$ cat src/temp_serial_consts.svh
/*
 Constants for the temperature sensor serial slave port.
 Assumes inclusion by the package and the design file; definitions only.
*/
`ifndef TEMP_SERIAL_CONSTS_SVH
`define TEMP_SERIAL_CONSTS_SVH
// ----------------------------------------
// Frame layout
// ----------------------------------------
`define PHASE_BITS 16
`define FRAME_BITS 32
`define DRIVEN_BITS 14
`define CMD_BITS 8
`define CNT_W 6
`define WORD_W 16
`define TEMP_W 11
`define TAIL_ONES 3'h7
`define SHUTDOWN_CODE 8'hFF
// Identity word, arbitrary neutral value; low two bits are never driven
`define ID_WORD_DEFAULT 16'hA5A4
`define TEMP_INVALID 11'h000
`endif

$ cat src/temp_serial_pkg.sv
/*
 Types for the temperature sensor serial slave port.
 Assumes temp_serial_consts.svh is on the include path.
*/
package temp_serial_pkg;
`include "temp_serial_consts.svh"
   // Conversion mode selected by the last command byte
   typedef enum logic {mode_convert, mode_shutdown} conv_mode_t;
endpackage

$ cat src/temp_serial_port.sv
/*
 Serial slave port of a digital temperature sensor: 16-bit transmit phase
 of temperature or identity, 16-bit receive phase of a mode command.
 Assumes serial_shift_clock and chip select come from an off-chip master and
 are sampled by core_clk (25 MHz) which runs at least 8x the shift clock.
 The converter supplies temp_in with a one-cycle conv_done pulse.
 Limitation: a mode command takes effect only when select rises, so the
 identity word is read in the frame after the shutdown command.
 Inputs from the master are never used before they pass two flops.
*/
`include "temp_serial_consts.svh"

module temp_serial_port
   import temp_serial_pkg::*;
#(
   parameter logic [`WORD_W-1:0] ID_WORD = `ID_WORD_DEFAULT
) (
   input wire logic core_clk,
   input wire logic nrst,
   input wire logic serial_shift_clock,
   input wire logic cs_n,
   input wire logic sio_in,
   output logic sio_out,
   output logic sio_oe,
   input wire logic [`TEMP_W-1:0] temp_in,
   input wire logic conv_done,
   output logic shutdown,
   output logic conv_busy_hold
);

   // ----------------------------------------
   // Input synchronisers
   // ----------------------------------------
   logic [1:0] sck_sync_r, sck_sync_nxt;
   logic [1:0] cs_sync_r, cs_sync_nxt;
   logic [1:0] din_sync_r, din_sync_nxt;
   logic sck_prev_r, sck_prev_nxt;
   logic cs_prev_r, cs_prev_nxt;
   logic sck_rise, sck_fall, cs_fall, cs_rise, cs_low;

   // Two flops each; only the second stage feeds edge logic
   always_comb begin
      sck_sync_nxt = {sck_sync_r[0], serial_shift_clock};
      cs_sync_nxt = {cs_sync_r[0], cs_n};
      din_sync_nxt = {din_sync_r[0], sio_in};
      sck_prev_nxt = sck_sync_r[1];
      cs_prev_nxt = cs_sync_r[1];
   end

   // Reset levels match the idle pins, select high and clock low,
   // so no false edge is seen on the first cycles after reset
   always_ff @(posedge core_clk or negedge nrst) begin
      if (!nrst) begin
         sck_sync_r <= 2'h0;
         cs_sync_r <= 2'h3;
         din_sync_r <= 2'h0;
         sck_prev_r <= 1'h0;
         cs_prev_r <= 1'h1;
      end else begin
         sck_sync_r <= sck_sync_nxt;
         cs_sync_r <= cs_sync_nxt;
         din_sync_r <= din_sync_nxt;
         sck_prev_r <= sck_prev_nxt;
         cs_prev_r <= cs_prev_nxt;
      end
   end

   // Edge detection on synchronised levels
   assign cs_low = !cs_sync_r[1];
   assign sck_rise = cs_low && sck_sync_r[1] && !sck_prev_r;
   assign sck_fall = cs_low && !sck_sync_r[1] && sck_prev_r;
   assign cs_fall = !cs_sync_r[1] && cs_prev_r;
   assign cs_rise = cs_sync_r[1] && !cs_prev_r;

   // ----------------------------------------
   // Conversion result holding
   // ----------------------------------------
   logic [`TEMP_W-1:0] temp_r, temp_nxt;
   logic [`TEMP_W-1:0] pend_r, pend_nxt;
   logic pend_valid_r, pend_valid_nxt;

   // A result finishing mid-frame waits until select rises, so the
   // word in flight is never torn; the converter itself is not held.
   always_comb begin
      temp_nxt = temp_r;
      pend_nxt = pend_r;
      pend_valid_nxt = pend_valid_r;
      if (conv_done && !cs_low) begin
         temp_nxt = temp_in;
         pend_valid_nxt = 1'b0;
      end else if (conv_done) begin
         pend_nxt = temp_in;
         pend_valid_nxt = 1'b1;
      end else if (!cs_low && pend_valid_r) begin
         temp_nxt = pend_r;
         pend_valid_nxt = 1'b0;
      end
   end

   // Result registers start at the invalid code until the first conversion
   always_ff @(posedge core_clk or negedge nrst) begin
      if (!nrst) begin
         temp_r <= `TEMP_INVALID;
         pend_r <= `TEMP_INVALID;
         pend_valid_r <= 1'b0;
      end else begin
         temp_r <= temp_nxt;
         pend_r <= pend_nxt;
         pend_valid_r <= pend_valid_nxt;
      end
   end

   // Busy flag shows a finished result parked until the frame ends
   assign conv_busy_hold = pend_valid_r;

   // ----------------------------------------
   // Frame shifter and mode
   // ----------------------------------------
   conv_mode_t mode_r, mode_nxt;
   logic [`CNT_W-1:0] cnt_r, cnt_nxt;
   logic [`WORD_W-1:0] tx_r, tx_nxt;
   logic [`CMD_BITS-1:0] rx_r, rx_nxt;
   logic rx_seen_r, rx_seen_nxt;
   logic sio_out_r, sio_out_nxt;
   logic sio_oe_r, sio_oe_nxt;
   logic [`WORD_W-1:0] load_word;

   // Word chosen at select fall; identity replaces temperature in shutdown
   always_comb begin
      if (mode_r == mode_shutdown)
         load_word = ID_WORD;
      else
         load_word = {temp_r, `TAIL_ONES, 2'h0};
   end

   always_comb begin
      mode_nxt = mode_r;
      cnt_nxt = cnt_r;
      tx_nxt = tx_r;
      rx_nxt = rx_r;
      rx_seen_nxt = rx_seen_r;
      sio_out_nxt = sio_out_r;
      sio_oe_nxt = sio_oe_r;
      // Select high: line released, command applied on the rising select
      if (!cs_low) begin
         sio_oe_nxt = 1'b0;
         cnt_nxt = '0;
         rx_seen_nxt = 1'b0;
         if (cs_rise && rx_seen_r)
            mode_nxt = (rx_r == `SHUTDOWN_CODE) ? mode_shutdown : mode_convert;
      end else if (cs_fall) begin
         tx_nxt = load_word;
         sio_out_nxt = load_word[`WORD_W-1];
         sio_oe_nxt = 1'b1;
         cnt_nxt = '0;
      end else begin
         // Rising edges past the transmit phase sample the line; count stops at the frame end
         if (sck_rise) begin
            if (cnt_r >= `CNT_W'(`PHASE_BITS)) begin
               rx_nxt = {rx_r[`CMD_BITS-2:0], din_sync_r[1]};
               rx_seen_nxt = 1'b1;
            end
            if (cnt_r < `CNT_W'(`FRAME_BITS))
               cnt_nxt = cnt_r + `CNT_W'(1);
         end
         // Falling edges of the transmit phase move the next bit out
         if (sck_fall && cnt_r < `CNT_W'(`PHASE_BITS)) begin
            tx_nxt = {tx_r[`WORD_W-2:0], 1'b0};
            sio_out_nxt = tx_r[`WORD_W-2];
            sio_oe_nxt = (cnt_r < `CNT_W'(`DRIVEN_BITS));
         end
      end
   end

   // Mode resets to conversion so readings start with no command
   always_ff @(posedge core_clk or negedge nrst) begin
      if (!nrst) begin
         mode_r <= mode_convert;
         cnt_r <= '0;
         tx_r <= '0;
         rx_r <= '0;
         rx_seen_r <= 1'b0;
         sio_out_r <= 1'b0;
         sio_oe_r <= 1'b0;
      end else begin
         mode_r <= mode_nxt;
         cnt_r <= cnt_nxt;
         tx_r <= tx_nxt;
         rx_r <= rx_nxt;
         rx_seen_r <= rx_seen_nxt;
         sio_out_r <= sio_out_nxt;
         sio_oe_r <= sio_oe_nxt;
      end
   end

   // Pins come straight from flops; no logic after the registers
   assign sio_out = sio_out_r;
   assign sio_oe = sio_oe_r;
   assign shutdown = (mode_r == mode_shutdown);

   // ----------------------------------------
   // Assertions
   // ----------------------------------------
   release_cs_high_a: assert property (@(posedge core_clk) disable iff (!nrst)
      cs_rise |=> !sio_oe) else $error("data line driven after select high");

   drive_cs_low_a: assert property (@(posedge core_clk) disable iff (!nrst)
      cs_fall |=> sio_oe && sio_out == $past(load_word[`WORD_W-1])) else $error("first bit not driven");

   // The last driven bit still stands after the fourteenth rise, until the next fall
   release_14_a: assert property (@(posedge core_clk) disable iff (!nrst)
      cs_low && !cs_fall && cnt_r > `CNT_W'(`DRIVEN_BITS) && !sck_fall |=> !sio_oe)
      else $error("line driven past fourteen bits");

   change_on_fall_a: assert property (@(posedge core_clk) disable iff (!nrst)
      cs_low && !cs_fall && !sck_fall |=> $stable(sio_out)) else $error("output changed off falling edge");

   shutdown_cmd_a: assert property (@(posedge core_clk) disable iff (!nrst)
      cs_rise && rx_seen_r && rx_r == `SHUTDOWN_CODE |=> shutdown) else $error("shutdown not entered");

   convert_cmd_a: assert property (@(posedge core_clk) disable iff (!nrst)
      cs_rise && rx_seen_r && rx_r != `SHUTDOWN_CODE |=> !shutdown) else $error("conversion not resumed");

   mode_frame_a: assert property (@(posedge core_clk) disable iff (!nrst)
      !cs_rise |=> $stable(mode_r)) else $error("mode changed without select rise");

   hold_result_a: assert property (@(posedge core_clk) disable iff (!nrst)
      cs_low && !cs_rise |=> $stable(temp_r)) else $error("result changed during frame");

   load_after_a: assert property (@(posedge core_clk) disable iff (!nrst)
      !cs_low && pend_valid_r && !conv_done |=> temp_r == $past(pend_r)) else $error("pending result lost");

   // ----------------------------------------
   // Assertions: shifter and converter hand-over
   // ----------------------------------------
   // Select high must keep the line released on every cycle, not only at the edge
   oe_idle_a: assert property (@(posedge core_clk) disable iff (!nrst)
      !cs_low |=> !sio_oe)
      else $error("data line driven while select high");

   // The loaded word decides what the master sees; both sources are checked
   id_load_a: assert property (@(posedge core_clk) disable iff (!nrst)
      cs_fall && mode_r == mode_shutdown |=> tx_r == ID_WORD)
      else $error("identity word not loaded in shutdown");

   temp_load_a: assert property (@(posedge core_clk) disable iff (!nrst)
      cs_fall && mode_r == mode_convert |=> tx_r == {$past(temp_r), `TAIL_ONES, 2'h0})
      else $error("temperature word not loaded");

   shift_next_a: assert property (@(posedge core_clk) disable iff (!nrst)
      sck_fall && !cs_fall && cnt_r < `CNT_W'(`PHASE_BITS) |=> sio_out == $past(tx_r[`WORD_W-2]))
      else $error("next bit not shifted out");

   // Each counted rising edge advances the count by exactly one
   count_step_a: assert property (@(posedge core_clk) disable iff (!nrst)
      sck_rise && !cs_fall && cnt_r < `CNT_W'(`FRAME_BITS) |=> cnt_r == $past(cnt_r) + `CNT_W'(1))
      else $error("rising edge not counted");

   // Receive bits enter at the bottom, oldest falls off the top
   rx_shift_a: assert property (@(posedge core_clk) disable iff (!nrst)
      sck_rise && !cs_fall && cnt_r >= `CNT_W'(`PHASE_BITS)
      |=> rx_r == {$past(rx_r[`CMD_BITS-2:0]), $past(din_sync_r[1])})
      else $error("receive bit not shifted in");

   rx_quiet_a: assert property (@(posedge core_clk) disable iff (!nrst)
      sck_rise && !cs_fall && cnt_r < `CNT_W'(`PHASE_BITS) |=> $stable(rx_r))
      else $error("receive register moved in transmit phase");

   // A frame cut before the receive phase must not touch the mode
   mode_keep_a: assert property (@(posedge core_clk) disable iff (!nrst)
      cs_rise && !rx_seen_r |=> $stable(mode_r))
      else $error("mode changed without receive bits");

   frame_end_a: assert property (@(posedge core_clk) disable iff (!nrst)
      cs_rise |=> cnt_r == '0 && !rx_seen_r)
      else $error("frame state not cleared at select high");

   // Results arriving mid-frame are parked, idle ones go straight in
   busy_set_a: assert property (@(posedge core_clk) disable iff (!nrst)
      cs_low && conv_done |=> conv_busy_hold)
      else $error("mid-frame result not parked");

   idle_update_a: assert property (@(posedge core_clk) disable iff (!nrst)
      !cs_low && conv_done |=> temp_r == $past(temp_in) && !conv_busy_hold)
      else $error("idle result not taken");

endmodule

$ cat config.mk
export PLATFORM = sky130hd
export DESIGN_NAME = temp_serial_port
export DESIGN_NICKNAME = d
export VERILOG_FILES = /design/src/temp_serial_pkg.sv /design/src/temp_serial_port.sv
export VERILOG_INCLUDE_DIRS = /design/src
export SDC_FILE = /design/constraint.sdc
export NUM_CORES = 1
export LEC_CHECK = 0
export ABC_AREA = 1
export BUFFER_PORTS_ARGS = -buffer_cell sky130_fd_sc_hd__buf_2
export CAP_MARGIN = 25
export CORE_MARGIN = 2
export CORE_UTILIZATION = 35
export CTS_CLUSTER_SIZE = 40
export DETAILED_ROUTE_END_ITERATION = 16
export HOLD_SLACK_MARGIN = 0.03
export SLEW_MARGIN = 20
export SYNTH_ARGS = -nofsm -noshare
export SYNTH_HDL_FRONTEND = slang
export SYNTH_SLANG_ARGS = --single-unit
$ cat constraint.sdc
create_clock -name core_clk -period 1.5 [get_ports core_clk]
set_clock_uncertainty 0.2 [all_clocks]
set_input_delay 0 -clock core_clk [delete_from_list [all_inputs] [get_ports core_clk]]
set_output_delay 0 -clock core_clk [all_outputs]
set_load 0.1 [all_outputs]
* Yosys cells after proc, flatten, opt, wreduce, memory -nomap -nowiden *
Index checks and enable logic that the tools add are counted.

word-level totals
  register bits = 64
  input port bits = 17
  output and inout bits = 4
  word-level logic and storage cells = 78

cells by class
  $add $sub $neg = 1
  order comparisons = 4
  eq/ne operators = 3
  multiplexer cells = 23
  bitwise logic cells = 3
  reduce and logical (&&, ||, !) cells = 29

operators with widths
  kind                                                         number
  2-to-1 mux 11 bit                                            3
  2-to-1 mux 15 bit                                            2
  2-to-1 mux 6 bit                                             4
  2-to-1 mux 16 bit                                            1
  2-to-1 mux 1 bit                                             13
  nonzero test 3 bit                                           4
  logical AND 1 bit                                            10
  AND reduction 2 bit                                          5
  equality test 8 bit (second input constant)                  1
  nonzero test 2 bit                                           4
  adder 6 x 1 -> 6 bit (second input constant)                 1
  >= comparator 6 x 5 -> 1 bit (second input constant)         1
  less-than comparator 6 x 4 -> 1 bit (second input constant)  1
  less-than comparator 6 x 5 -> 1 bit (second input constant)  1
  less-than comparator 6 bit (second input constant)           1
  zero test 1 bit                                              4
  AND reduction 4 bit                                          1
  NOT 1 bit                                                    3
  AND reduction 3 bit                                          1
  != test 2 x 1 -> 1 bit (second input constant)               1
  != test 2 bit (second input constant)                        1

* Longest topological paths before layout *
Gate-level depths: netlist of the first run.

  depth in word-level cells = 7
  mapped depth = 7
  gate-level depth less buffers = 7

* Worst setup path before layout of the first run *
OpenSTA, ideal clock, no wires.

  path kind = register to register
  from = register pend_valid_r (netlist: conv_busy_hold)
  to = register temp_r[8]
  library setup time = 0.083 ns
  arrival = 1.585 ns
  data required time = 1.217 ns
  slack = -0.368 ns
  cell stages (with the launch flop) = 6
  buffers on the path = 1
  period minus slack after synthesis = 1.868 ns
  cells stage by stage = dfrtp_1 > inv_1 > a21oi_2 > buf_4 > o211ai_1 > o21ai_0

between the ends
  cells in the longest elaborated chain, start to end = 3

ends and longest elaborated chain
  what                           RTL line                 RTL
  start, declared                temp_serial_port.sv:80   logic pend_valid_r, pend_valid_nxt;
  start signal, assigned         temp_serial_port.sv:109  pend_valid_r <= pend_valid_nxt;
  logical AND 1 bit              temp_serial_port.sv:94   end else if (!cs_low && pend_valid_r) begin
  nonzero test 2 bit (no line)   -
  AND reduction 2 bit (no line)  -
  end signal, assigned           temp_serial_port.sv:103  temp_r <= `TEMP_INVALID;
  end signal, assigned           temp_serial_port.sv:107  temp_r <= temp_nxt;
  end, declared                  temp_serial_port.sv:78   logic [`TEMP_W-1:0] temp_r, temp_nxt;

No other way between the ends.
A chain may end at the register's enable or synchronous reset.

* Worst setup path after layout of the first run *
  from = register cs_sync_r[1]
  to = register tx_r[8]

between the ends
  cells in the longest elaborated chain, start to end = 6
  elaborated cells between the ends (all ways) = 9
  those cells by class = 1 x mux; 1 x bitwise; 7 x reduce/logical

ends and longest elaborated chain
  what                            RTL line                                        RTL
  start, declared                 temp_serial_port.sv:35                          logic [1:0] cs_sync_r, cs_sync_nxt;
  start signal, assigned          temp_serial_port.sv:61                          cs_sync_r <= cs_sync_nxt;
  zero test 1 bit                 temp_serial_port.sv:69, temp_serial_port.sv:72
  logical AND 1 bit (2 in a row)  temp_serial_port.sv:71                          assign sck_fall = cs_low && !sck_sync_r[1] && sck_prev_r;
  logical AND 1 bit               temp_serial_port.sv:167                         if (sck_fall && cnt_r < `CNT_W'(`PHASE_BITS)) begin
  nonzero test 2 bit (no line)    -
  AND reduction 2 bit (no line)   -
  end signal, assigned            temp_serial_port.sv:188                         tx_r <= tx_nxt;
  end, declared                   temp_serial_port.sv:121                         logic [`WORD_W-1:0] tx_r, tx_nxt;

Parallel ways exist; a longest one is shown, timed or not.

==> summary.txt, run 1 <==
outcome: finished with violations
violated checks: negative setup slack
Final Wtd Congestion: 0.763
period utilization: 101%
root buf cell: clkbuf_8
detailed-route via count: 2096
Setup TNS Final: -0.00952 ns
Reg area: 1560 um2
final hold slack: 0.108 ns
Worst-path clk slew: 0.07 ns
worst skew pair latency: 0.33 ns
Final WS setup: -0.00952 ns
Synth Flop Type: dfrtp_1
CP Data Required Time: 1.52 ns
most frequent cells in the layout: dfrtp_1 (56), nand2_1 (47), inv_1 (46)
# H-tree levels: 3
Power, Total: 0.00403 W
CTS Buf Count: 9
drt pass-1 iters: 5
Ports: 21
GRT Util Overall: 14.2%
FF+latch count, synth: 62
Syn Nets: 318
leakage: 1.69 nW
Final Hold Viols: 0
Post-Route WL: 5.44 mm
initial drt markers: 125
detailed placement HPWL: 3.62 mm
DIE AREA: 8530 um2
crit path max fanout: 10
post-synth top area cell: dfrtp_1
CTS tree: done
GR Util met3: 2.28%
Avg Inst Size Synth: 9.10 um2
post-route antenna net violation count: 0
met1 usage: 18.3%
number of flops mapped to enable cells by yosys: 0
CTS Buffer Depth: 2
Die Y: 92.3 um
wire per inst: 11.7 um
RSZ-0062 raised after global routing: true
Post-synth ARST share: 100%
Cell Area, Synth: 2730 um2
final core utilization: 47.7%
nets: 376
area of the multi-input gates: 1030 um2
P&R area growth vs syn: 33.5%
max-cap viol count: 0
Via density: 4.51
Placeable Area: 7650 um2
initial antenna violation count: 0
Tmin final: 1.51 ns
Post-route DRC: 0
share of post-route cells with drive strength above 1: 28.4%
Synth Warn #: 0
Cells after Synth: 300
largest net degree at the start of global routing: 26
headroom to the max-slew limit: 67.7%
top cells by area, synth: dfrtp_1 (54%), nand2_1 (7.6%), inv_1 (6.3%), nor2_1 (3.6%), a21oi_1 (3.3%)
Worst setup SP type: flop
FP Rows: 32
Die Width: 92.3 um
final setup fails: 1
first-pass GRT wire length: 9.60 mm
Max rail drop VDD: 0.585 mV
Overflow after GRT: 0
M2 GR Usage: 22.9%
port bufs: 20
initial core utilization: 35.7%
Power Density: 1110 nW/um2
vias in the first global route: 2092
ANT cells: 0
fmax: 662 MHz
Seq/Total Area, Yosys: 56.9%
worst hold path class: in2reg
CP Capture Type: flop
grt peak-use layer: met2
Worst Tran Pin Value: 0.488 ns
commonest non-fill, non-tap cell in the layout: dfrtp_1
CP arrival: 1.53 ns
Final Max Tran Viols: 0
# fillers: 705
post-synth top area share: 54.1%
Num Clock Sinks: 62
CP Class: reg2reg
Placement Setup Slack: -0.0527 ns
Yosys cell types: 29
cell type report:
| cell class | instances | area share [%] |
|---|---|---|
| flip-flops and latches | 62 | 42.9 |
| clock buffers | 10 | 3.50 |
| inverters | 50 | 5.22 |
| clock inverters | 6 | 1.72 |
| repair buffers | 57 | 15.0 |
| multi-input cells | 178 | 28.1 |
| well taps | 102 | 3.50 |
registers in the layout, indices dropped and copies added (netlist names), 2 cells and up:
| signal | cells |
|---|---|
| tx_r | 13 |
| cnt_r | 6 |
| pend_r | 11 |
| din_sync_r | 2 |
| rx_r | 8 |
| sck_sync_r | 2 |
| cs_sync_r | 2 |
| temp_r | 11 |
final timing paths:
| check | start | endpoint | slack (ns) | cells past startpoint |
|---|---|---|---|---|
| setup / recovery | cs_sync_r[1]$_DFF_PN1_ | tx_r[8]$_DFFE_PN0P_ | -0.01 | 7 |
| hold / removal | sio_in | din_sync_r[0]$_DFF_PN0_ | 0.11 | 2 |
| setup reg to reg | cs_sync_r[1]$_DFF_PN1_ | tx_r[8]$_DFFE_PN0P_ | -0.01 | 7 |
| hold reg to reg | sck_sync_r[0]$_DFF_PN0_ | sck_sync_r[1]$_DFF_PN0_ | 0.15 | 0 |
| max in group asynchronous | nrst | cs_sync_r[1]$_DFF_PN1_ | 0.16 | 4 |
| min in group asynchronous | nrst | rx_r[1]$_DFFE_PN0P_ | 0.46 | 3 |
metal layers:
layer	vias up	part of all wire (%)
met5	-	0
met4	0	1.9
met3	8	2.4
met2	35	48
met1	971	48
li1	1082	-
critical path, cell delays in order, from the launching register on:
cell       delay [ns]
dfstp_2          0.60
buf_12           0.12
nor2_8           0.05
inv_4            0.07
nand2_4          0.08
clkbuf_16        0.17
nand3_2          0.05
o21ai_1          0.05
cell families (layout without fill, tap and decap cells):
group	after synthesis	count (layout)	share of synthesized area, %
muxes	1	1	0.412
buffers and inverters	60	123	9.62
adders and majority gates	1	1	0.458
and+or+nand+nor	107	107	17.7
DFF	62	62	56.9
AOI/OAI and AO/OA	69	69	14.8
Yosys cell counts (4+ instances only):
cell,instances
dfrtp_1,59
nand2_1,55
inv_1,46
nor2_1,26
a21oi_1,18
o21ai_0,16
nand3_1,15
o21ai_1,12
o211ai_1,11
o22ai_1,5
inv_2,4
o21ai_2,4
stage by stage:
stage               cells  cell area [um2]
floorplan             300             2740
global placement      428             3100
detailed placement    428             3100
CTS                   462             3510
global route          465             3650
finish                465             3650
power by group:
part           total, W  internal [W]  switching, W
registers       0.00194       0.00186     0.0000791
logic          0.000691      0.000279      0.000412
clock network   0.00141      0.000761      0.000645
total           0.00403       0.00290       0.00114
what timing repair did:
item	CTS	global route
hold endpoints to repair	88	0
pin swaps	3	7
hold buffers	17	0
setup buffers	1	2
setup endpoints to repair	23	49
resized for setup	9	26
gates cloned	0	1
No activity file was read; power rests on OpenSTA's default activity.
==> run 2, diff against run 1 <==
--- a/config.mk
+++ b/config.mk
@@ -14,6 +14,7 @@
 export CTS_CLUSTER_SIZE = 40
 export DETAILED_ROUTE_END_ITERATION = 16
 export HOLD_SLACK_MARGIN = 0.03
+export PLACE_DENSITY_LB_ADDON = 0.05
 export SLEW_MARGIN = 20
 export SYNTH_ARGS = -nofsm -noshare
 export SYNTH_HDL_FRONTEND = slang
==> summary.txt, run 2 (synthesis gave the netlist of run 1 again) <==
detailed-route via count: 2115
vias in the first global route: 2083
Worst path depth: 7
CTS tree: done
Power Density: 1160 nW/um2
most flop-heavy register: tx_r
final setup fails: 8
Via density: 4.47
Die Width: 92.3 um
R2R Setup Slk: -0.02 ns
Reg2Reg Launch Point: cs_sync_r[1]$_DFF_PN1_
# H-tree levels: 3
ANT cells: 0
share of post-route cells with drive strength above 1: 27.8%
hold_sp: sio_in
Worst Tran Pin Value: 0.488 ns
fin cells: 473
Placeable Area: 7650 um2
wire per inst: 12.1 um
CTS Buf Count: 9
Top Registers: tx_r: 13 flops, pend_r: 11 flops, temp_r: 11 flops
Tmin final: 1.52 ns
Min-Delay Path Depth: 2
Worst path most repeated cell: nor2_1
initial antenna violation count: 0
Worst setup SP type: flop
Comb power frac: 16.0%
fmax: 659 MHz
crit path max fanout: 6
CTS Buffer Depth: 2
crit path buf inv count: 2
headroom to the max-slew limit: 67.7%
period utilization: 101%
GRT Util Overall: 15.1%
worst hold path class: in2reg
CP Data Required Time: 1.53 ns
Setup TNS Final: -0.0909 ns
clock network fraction of total power: 38.8%
first-pass GRT wire length: 9.96 mm
outcome: finished with violations
WHS Endpoint: din_sync_r[0]$_DFF_PN0_
Worst R2R End: tx_r[13]$_DFFE_PN0P_
initial core utilization: 35.7%
post-route antenna net violation count: 0
placed cells: 432
Final WS setup: -0.0171 ns
Reg2Reg Depth: 7
Final Wtd Congestion: 0.737
Sw Share: 27.2%
P&R area growth vs syn: 34.4%
Final Hold Viols: 0
largest net degree at the start of global routing: 63
DIE AREA: 8530 um2
nets: 384
Num Clock Sinks: 62
Post-Route WL: 5.72 mm
port bufs: 20
Die Y: 92.3 um
Worst-path clk slew: 0.07 ns
internal power: 0.00310 W
CP delay by family, top: flip-flops
CP arrival: 1.54 ns
Final Max Tran Viols: 0
FP Rows: 32
detailed placement HPWL: 3.62 mm
worst path cell trace: buf_6, nor2_8, buf_4, nor2_1, nor2_1, nand2_2, o21ai_1
drt pass-1 iters: 4
CP max stage cell: dfstp_2
root buf cell: clkbuf_8
violated checks: negative setup slack
initial drt markers: 121
Sequential Power Share: 45.3%
slowest cell delay on critical path: 0.61 ns
max-cap viol count: 0
most frequent cells in the layout: dfrtp_1 (57), inv_1 (46), nand2_1 (46)
RSZ-0062 raised after global routing: true
Ports: 21
worst skew pair latency: 0.34 ns
CP Class: reg2reg
Largest register FFs: 13
Max rail drop VDD: 0.508 mV
CP Capture Type: flop
leakage: 1.73 nW
Post-route DRC: 0
commonest non-fill, non-tap cell in the layout: dfrtp_1
Switch Pwr: 0.00116 W
Placement Setup Slack: -0.0934 ns
Overflow after GRT: 0
==> run 2: stage by stage <==
stage	total power (W)	cell area, um2	hold WS, ns	utilization [%]
4_1_cts	0.00427	3550	0.0811	46.4
3_3_place_gp	0.00255	3100	-0.157	40.6
5_1_grt	0.00450	3670	0.0858	48.0
2_1_floorplan	0.00235	2740	-0.496	-
6_report	0.00426	3670	0.0958	48.0
3_5_place_dp	0.00255	3100	-0.155	40.6
==> run 2: how the worst max path moves through the flow <==
| stage | slack (ns) | from | to |
|---|---|---|---|
| floorplan | 0.006 | cs_sync_r[1]$_DFF_PN1_ | sio_out$_DFFE_PN0P_ |
| global placement | -0.09 | cs_sync_r[1]$_DFF_PN1_ | temp_r[5]$_DFFE_PN0P_ |
| detailed placement | -0.09 | cs_sync_r[1]$_DFF_PN1_ | temp_r[5]$_DFFE_PN0P_ |
| CTS | -0.01 | cs_sync_r[1]$_DFF_PN1_ | tx_r[7]$_DFFE_PN0P_ |
| global route | -0.09 | cs_sync_r[1]$_DFF_PN1_ | temp_r[5]$_DFFE_PN0P_ |
| finish | -0.02 | cs_sync_r[1]$_DFF_PN1_ | tx_r[13]$_DFFE_PN0P_ |
==> run 2: cell type report <==
cell class	instances	area [um2]
tap	102	128
clock buffer	10	138
fill	743	3980
sequential	62	1560
timing repair buffer	65	568
clock inverter	6	85.1
multi-input combinational	178	996
inverter	50	193
==> run 2: power groups by stage <==
| stage | clock (W) | combinational [W] | sequential (W) |
|---|---|---|---|
| floorplan | 0 | 0.000328 | 0.00202 |
| detailed placement | 0 | 0.000593 | 0.00196 |
| finish | 0.00165 | 0.000681 | 0.00193 |
| CTS | 0.00169 | 0.000647 | 0.00193 |
| global route | 0.00178 | 0.000775 | 0.00195 |
| global placement | 0 | 0.000593 | 0.00196 |
==> run 2: routing by layer <==
metal	GRT usage, %	part of all wire, %	vias up
met1	21.6	52	982
met5	0	0	-
met3	3.50	2.8	10
met2	21.5	43	26
li1	-	-	1097
met4	7.46	2.1	0
==> run 2: timing repair <==
action / 4_1_cts / 5_1_grt
gates cloned: 0 / 1
buffers inserted: 2 / 5
pin swaps: 1 / 4
resized for setup: 11 / 17
endpoints found under the setup margin: 28 / 37
hold buffers: 17 / 0
hold endpoints to repair: 88 / 0
==> run 3, diff against run 2 <==
--- a/config.mk
+++ b/config.mk
@@ -10,7 +10,7 @@
 export BUFFER_PORTS_ARGS = -buffer_cell sky130_fd_sc_hd__buf_2
 export CAP_MARGIN = 25
 export CORE_MARGIN = 2
-export CORE_UTILIZATION = 35
+export CORE_UTILIZATION = 53
 export CTS_CLUSTER_SIZE = 40
 export DETAILED_ROUTE_END_ITERATION = 16
 export HOLD_SLACK_MARGIN = 0.03
==> summary.txt, run 3 (synthesis gave the netlist of run 1 again) <==
Final Hold Viols: 14
crit path capture: tx_r[11]$_DFFE_PN0P_
DIE AREA: 5740 um2
Worst R2R End: tx_r[11]$_DFFE_PN0P_
Worst Tran Pin Value: 0.483 ns
Power Density: 1080 nW/um2
initial drt markers: 114
Comb power frac: 17.8%
final hold slack: -0.0744 ns
Ports: 21
Die Width: 75.8 um
CP max stage cell: dfstp_2
detailed-route via count: 2145
most flop-heavy register: tx_r
ANT cells: 0
drt pass-1 iters: 5
headroom to the max-slew limit: 68.0%
slowest cell delay on critical path: 0.59 ns
first-pass GRT wire length: 8.78 mm
internal power: 0.00278 W
Final WS setup: -0.0181 ns
worst path cell trace: inv_4, nor2_8, buf_2, o22ai_1, nand2_1, nand2_1
Final Max Tran Viols: 0
Setup TNS Final: -0.107 ns
initial antenna violation count: 0
commonest non-fill, non-tap cell in the layout: dfrtp_1
Max rail drop VDD: 0.717 mV
FP Rows: 26
leakage: 1.70 nW
vias in the first global route: 1968
detailed placement HPWL: 3.52 mm
P&R area growth vs syn: 30.6%
worst hold path class: in2async
crit path buf inv count: 2
Worst path depth: 6
final core utilization: 70.8%
Sw Share: 28.1%
initial core utilization: 54.2%
Post-Route WL: 5.60 mm
Die Y: 75.8 um
largest net degree at the start of global routing: 23
CTS Buf Count: 9
Num Clock Sinks: 62
fmax: 659 MHz
CP arrival: 1.55 ns
Via density: 4.91
Final Wtd Congestion: 0.821
Tmin final: 1.52 ns
CP Capture Type: flop
share of post-route cells with drive strength above 1: 26.4%
Worst path most repeated cell: nand2_1
CP Class: reg2reg
fin cells: 437
crit path from: cs_prev_r$_DFF_PN1_
Reg area: 1560 um2
wire per inst: 12.8 um
final setup fails: 11
Switch Pwr: 0.00109 W
Top Registers: tx_r: 13 flops, pend_r: 11 flops, temp_r: 11 flops
GRT Util Overall: 20.9%
nets: 380
clock network fraction of total power: 32.1%
Sequential Power Share: 50.1%
area of the multi-input gates: 1030 um2
# H-tree levels: 3
CTS Buffer Depth: 2
Largest register FFs: 13
CP delay by family, top: flip-flops
cts hold-fix bufs: 16
most frequent cells in the layout: dfrtp_1 (56), nand2_1 (49), inv_1 (45)
RSZ-0062 raised after global routing: true
Overflow after GRT: 0
Post-route DRC: 0
# fillers: 372
max-cap viol count: 0
Worst-path clk slew: 0.06 ns
CP Data Required Time: 1.53 ns
post-route antenna net violation count: 0
violated checks: negative hold slack, negative setup slack
worst skew pair latency: 0.34 ns
placed cells: 399
crit path max fanout: 7
Placeable Area: 5040 um2
port bufs: 20
R2R Setup Slk: -0.02 ns
period utilization: 101%
Reg2Reg Depth: 6
root buf cell: clkbuf_8
Worst setup SP type: flop
CTS tree: done
outcome: finished with violations
Reg2Reg Launch Point: cs_prev_r$_DFF_PN1_
run 3: changes by cell type in the layout (fill, tap and decap cells not counted), sizes merged:
cell / change
bufinv: -2
clkinvlp: -2
nand2: +1
buf: -6
nand4: +1
dlygate4sd3: -1
clkbuf: +6
clkinv: -1
run 3: repair_timing:
item,CTS,global route
setup buffers,0,1
pin swaps,0,11
gates cloned,0,5
gates resized for setup,6,30
setup endpoints to repair,21,43
hold endpoints to repair,88,14
run 3: worst reg2reg max path: stages (launching register included):
cell and delay [ns]:
dfstp_2 0.59, inv_4 0.06, nor2_8 0.18, buf_2 0.18
o22ai_1 0.08, nand2_1 0.08, nand2_1 0.05
run 3: through the flow:
step / hold WS, ns / setup WS, ns / area [um2] / power, W
finish: -0.0744 / -0.0181 / 3570 / 0.00387
global placement: -0.238 / -0.0134 / 3040 / 0.00254
CTS: -0.0589 / -0.00610 / 3390 / 0.00382
global route: -0.0218 / -0.0941 / 3570 / 0.00407
detailed placement: -0.239 / -0.0337 / 3040 / 0.00255
floorplan: -0.496 / 0.00613 / 2740 / 0.00235
run 3: cell type report:
class	count	share of cell area, %
multi-input combinational	180	28.8
inverter	50	5.47
sequential	62	43.8
tap	70	2.45
timing repair buffer	59	15.0
clock inverter	1	0.140
clock buffer	15	4.38
run 3: how the worst min path moves through the flow:
stage | from | depth (start not counted) | slack (ns) | end
2_1_floorplan | nrst | 0 | -0.50 | cnt_r[0]$_DFFE_PN0P_
3_3_place_gp | nrst | 1 | -0.24 | cnt_r[0]$_DFFE_PN0P_
3_5_place_dp | nrst | 1 | -0.24 | cnt_r[0]$_DFFE_PN0P_
4_1_cts | nrst | 2 | -0.06 | tx_r[2]$_DFFE_PN0P_
5_1_grt | nrst | 2 | -0.02 | cnt_r[1]$_DFFE_PN0P_
6_report | nrst | 2 | -0.07 | cnt_r[0]$_DFFE_PN0P_
run 3: power groups by stage:
stage	Combinational [W]	Sequential (W)	Clock [W]
2_1_floorplan	0.000328	0.00202	0
3_3_place_gp	0.000579	0.00196	0
3_5_place_dp	0.000585	0.00196	0
4_1_cts	0.000625	0.00193	0.00127
5_1_grt	0.000779	0.00196	0.00134
6_report	0.000689	0.00194	0.00124
run 3: per-layer routing:
metal | wire length [um] | share of wire (%) | GRT usage (%)
met3 | 183 | 3.3 | 4.37
met1 | 2750 | 49 | 30.0
met4 | 97 | 1.7 | 11.7
met5 | 0 | 0 | 0
met2 | 2560 | 46 | 29.5
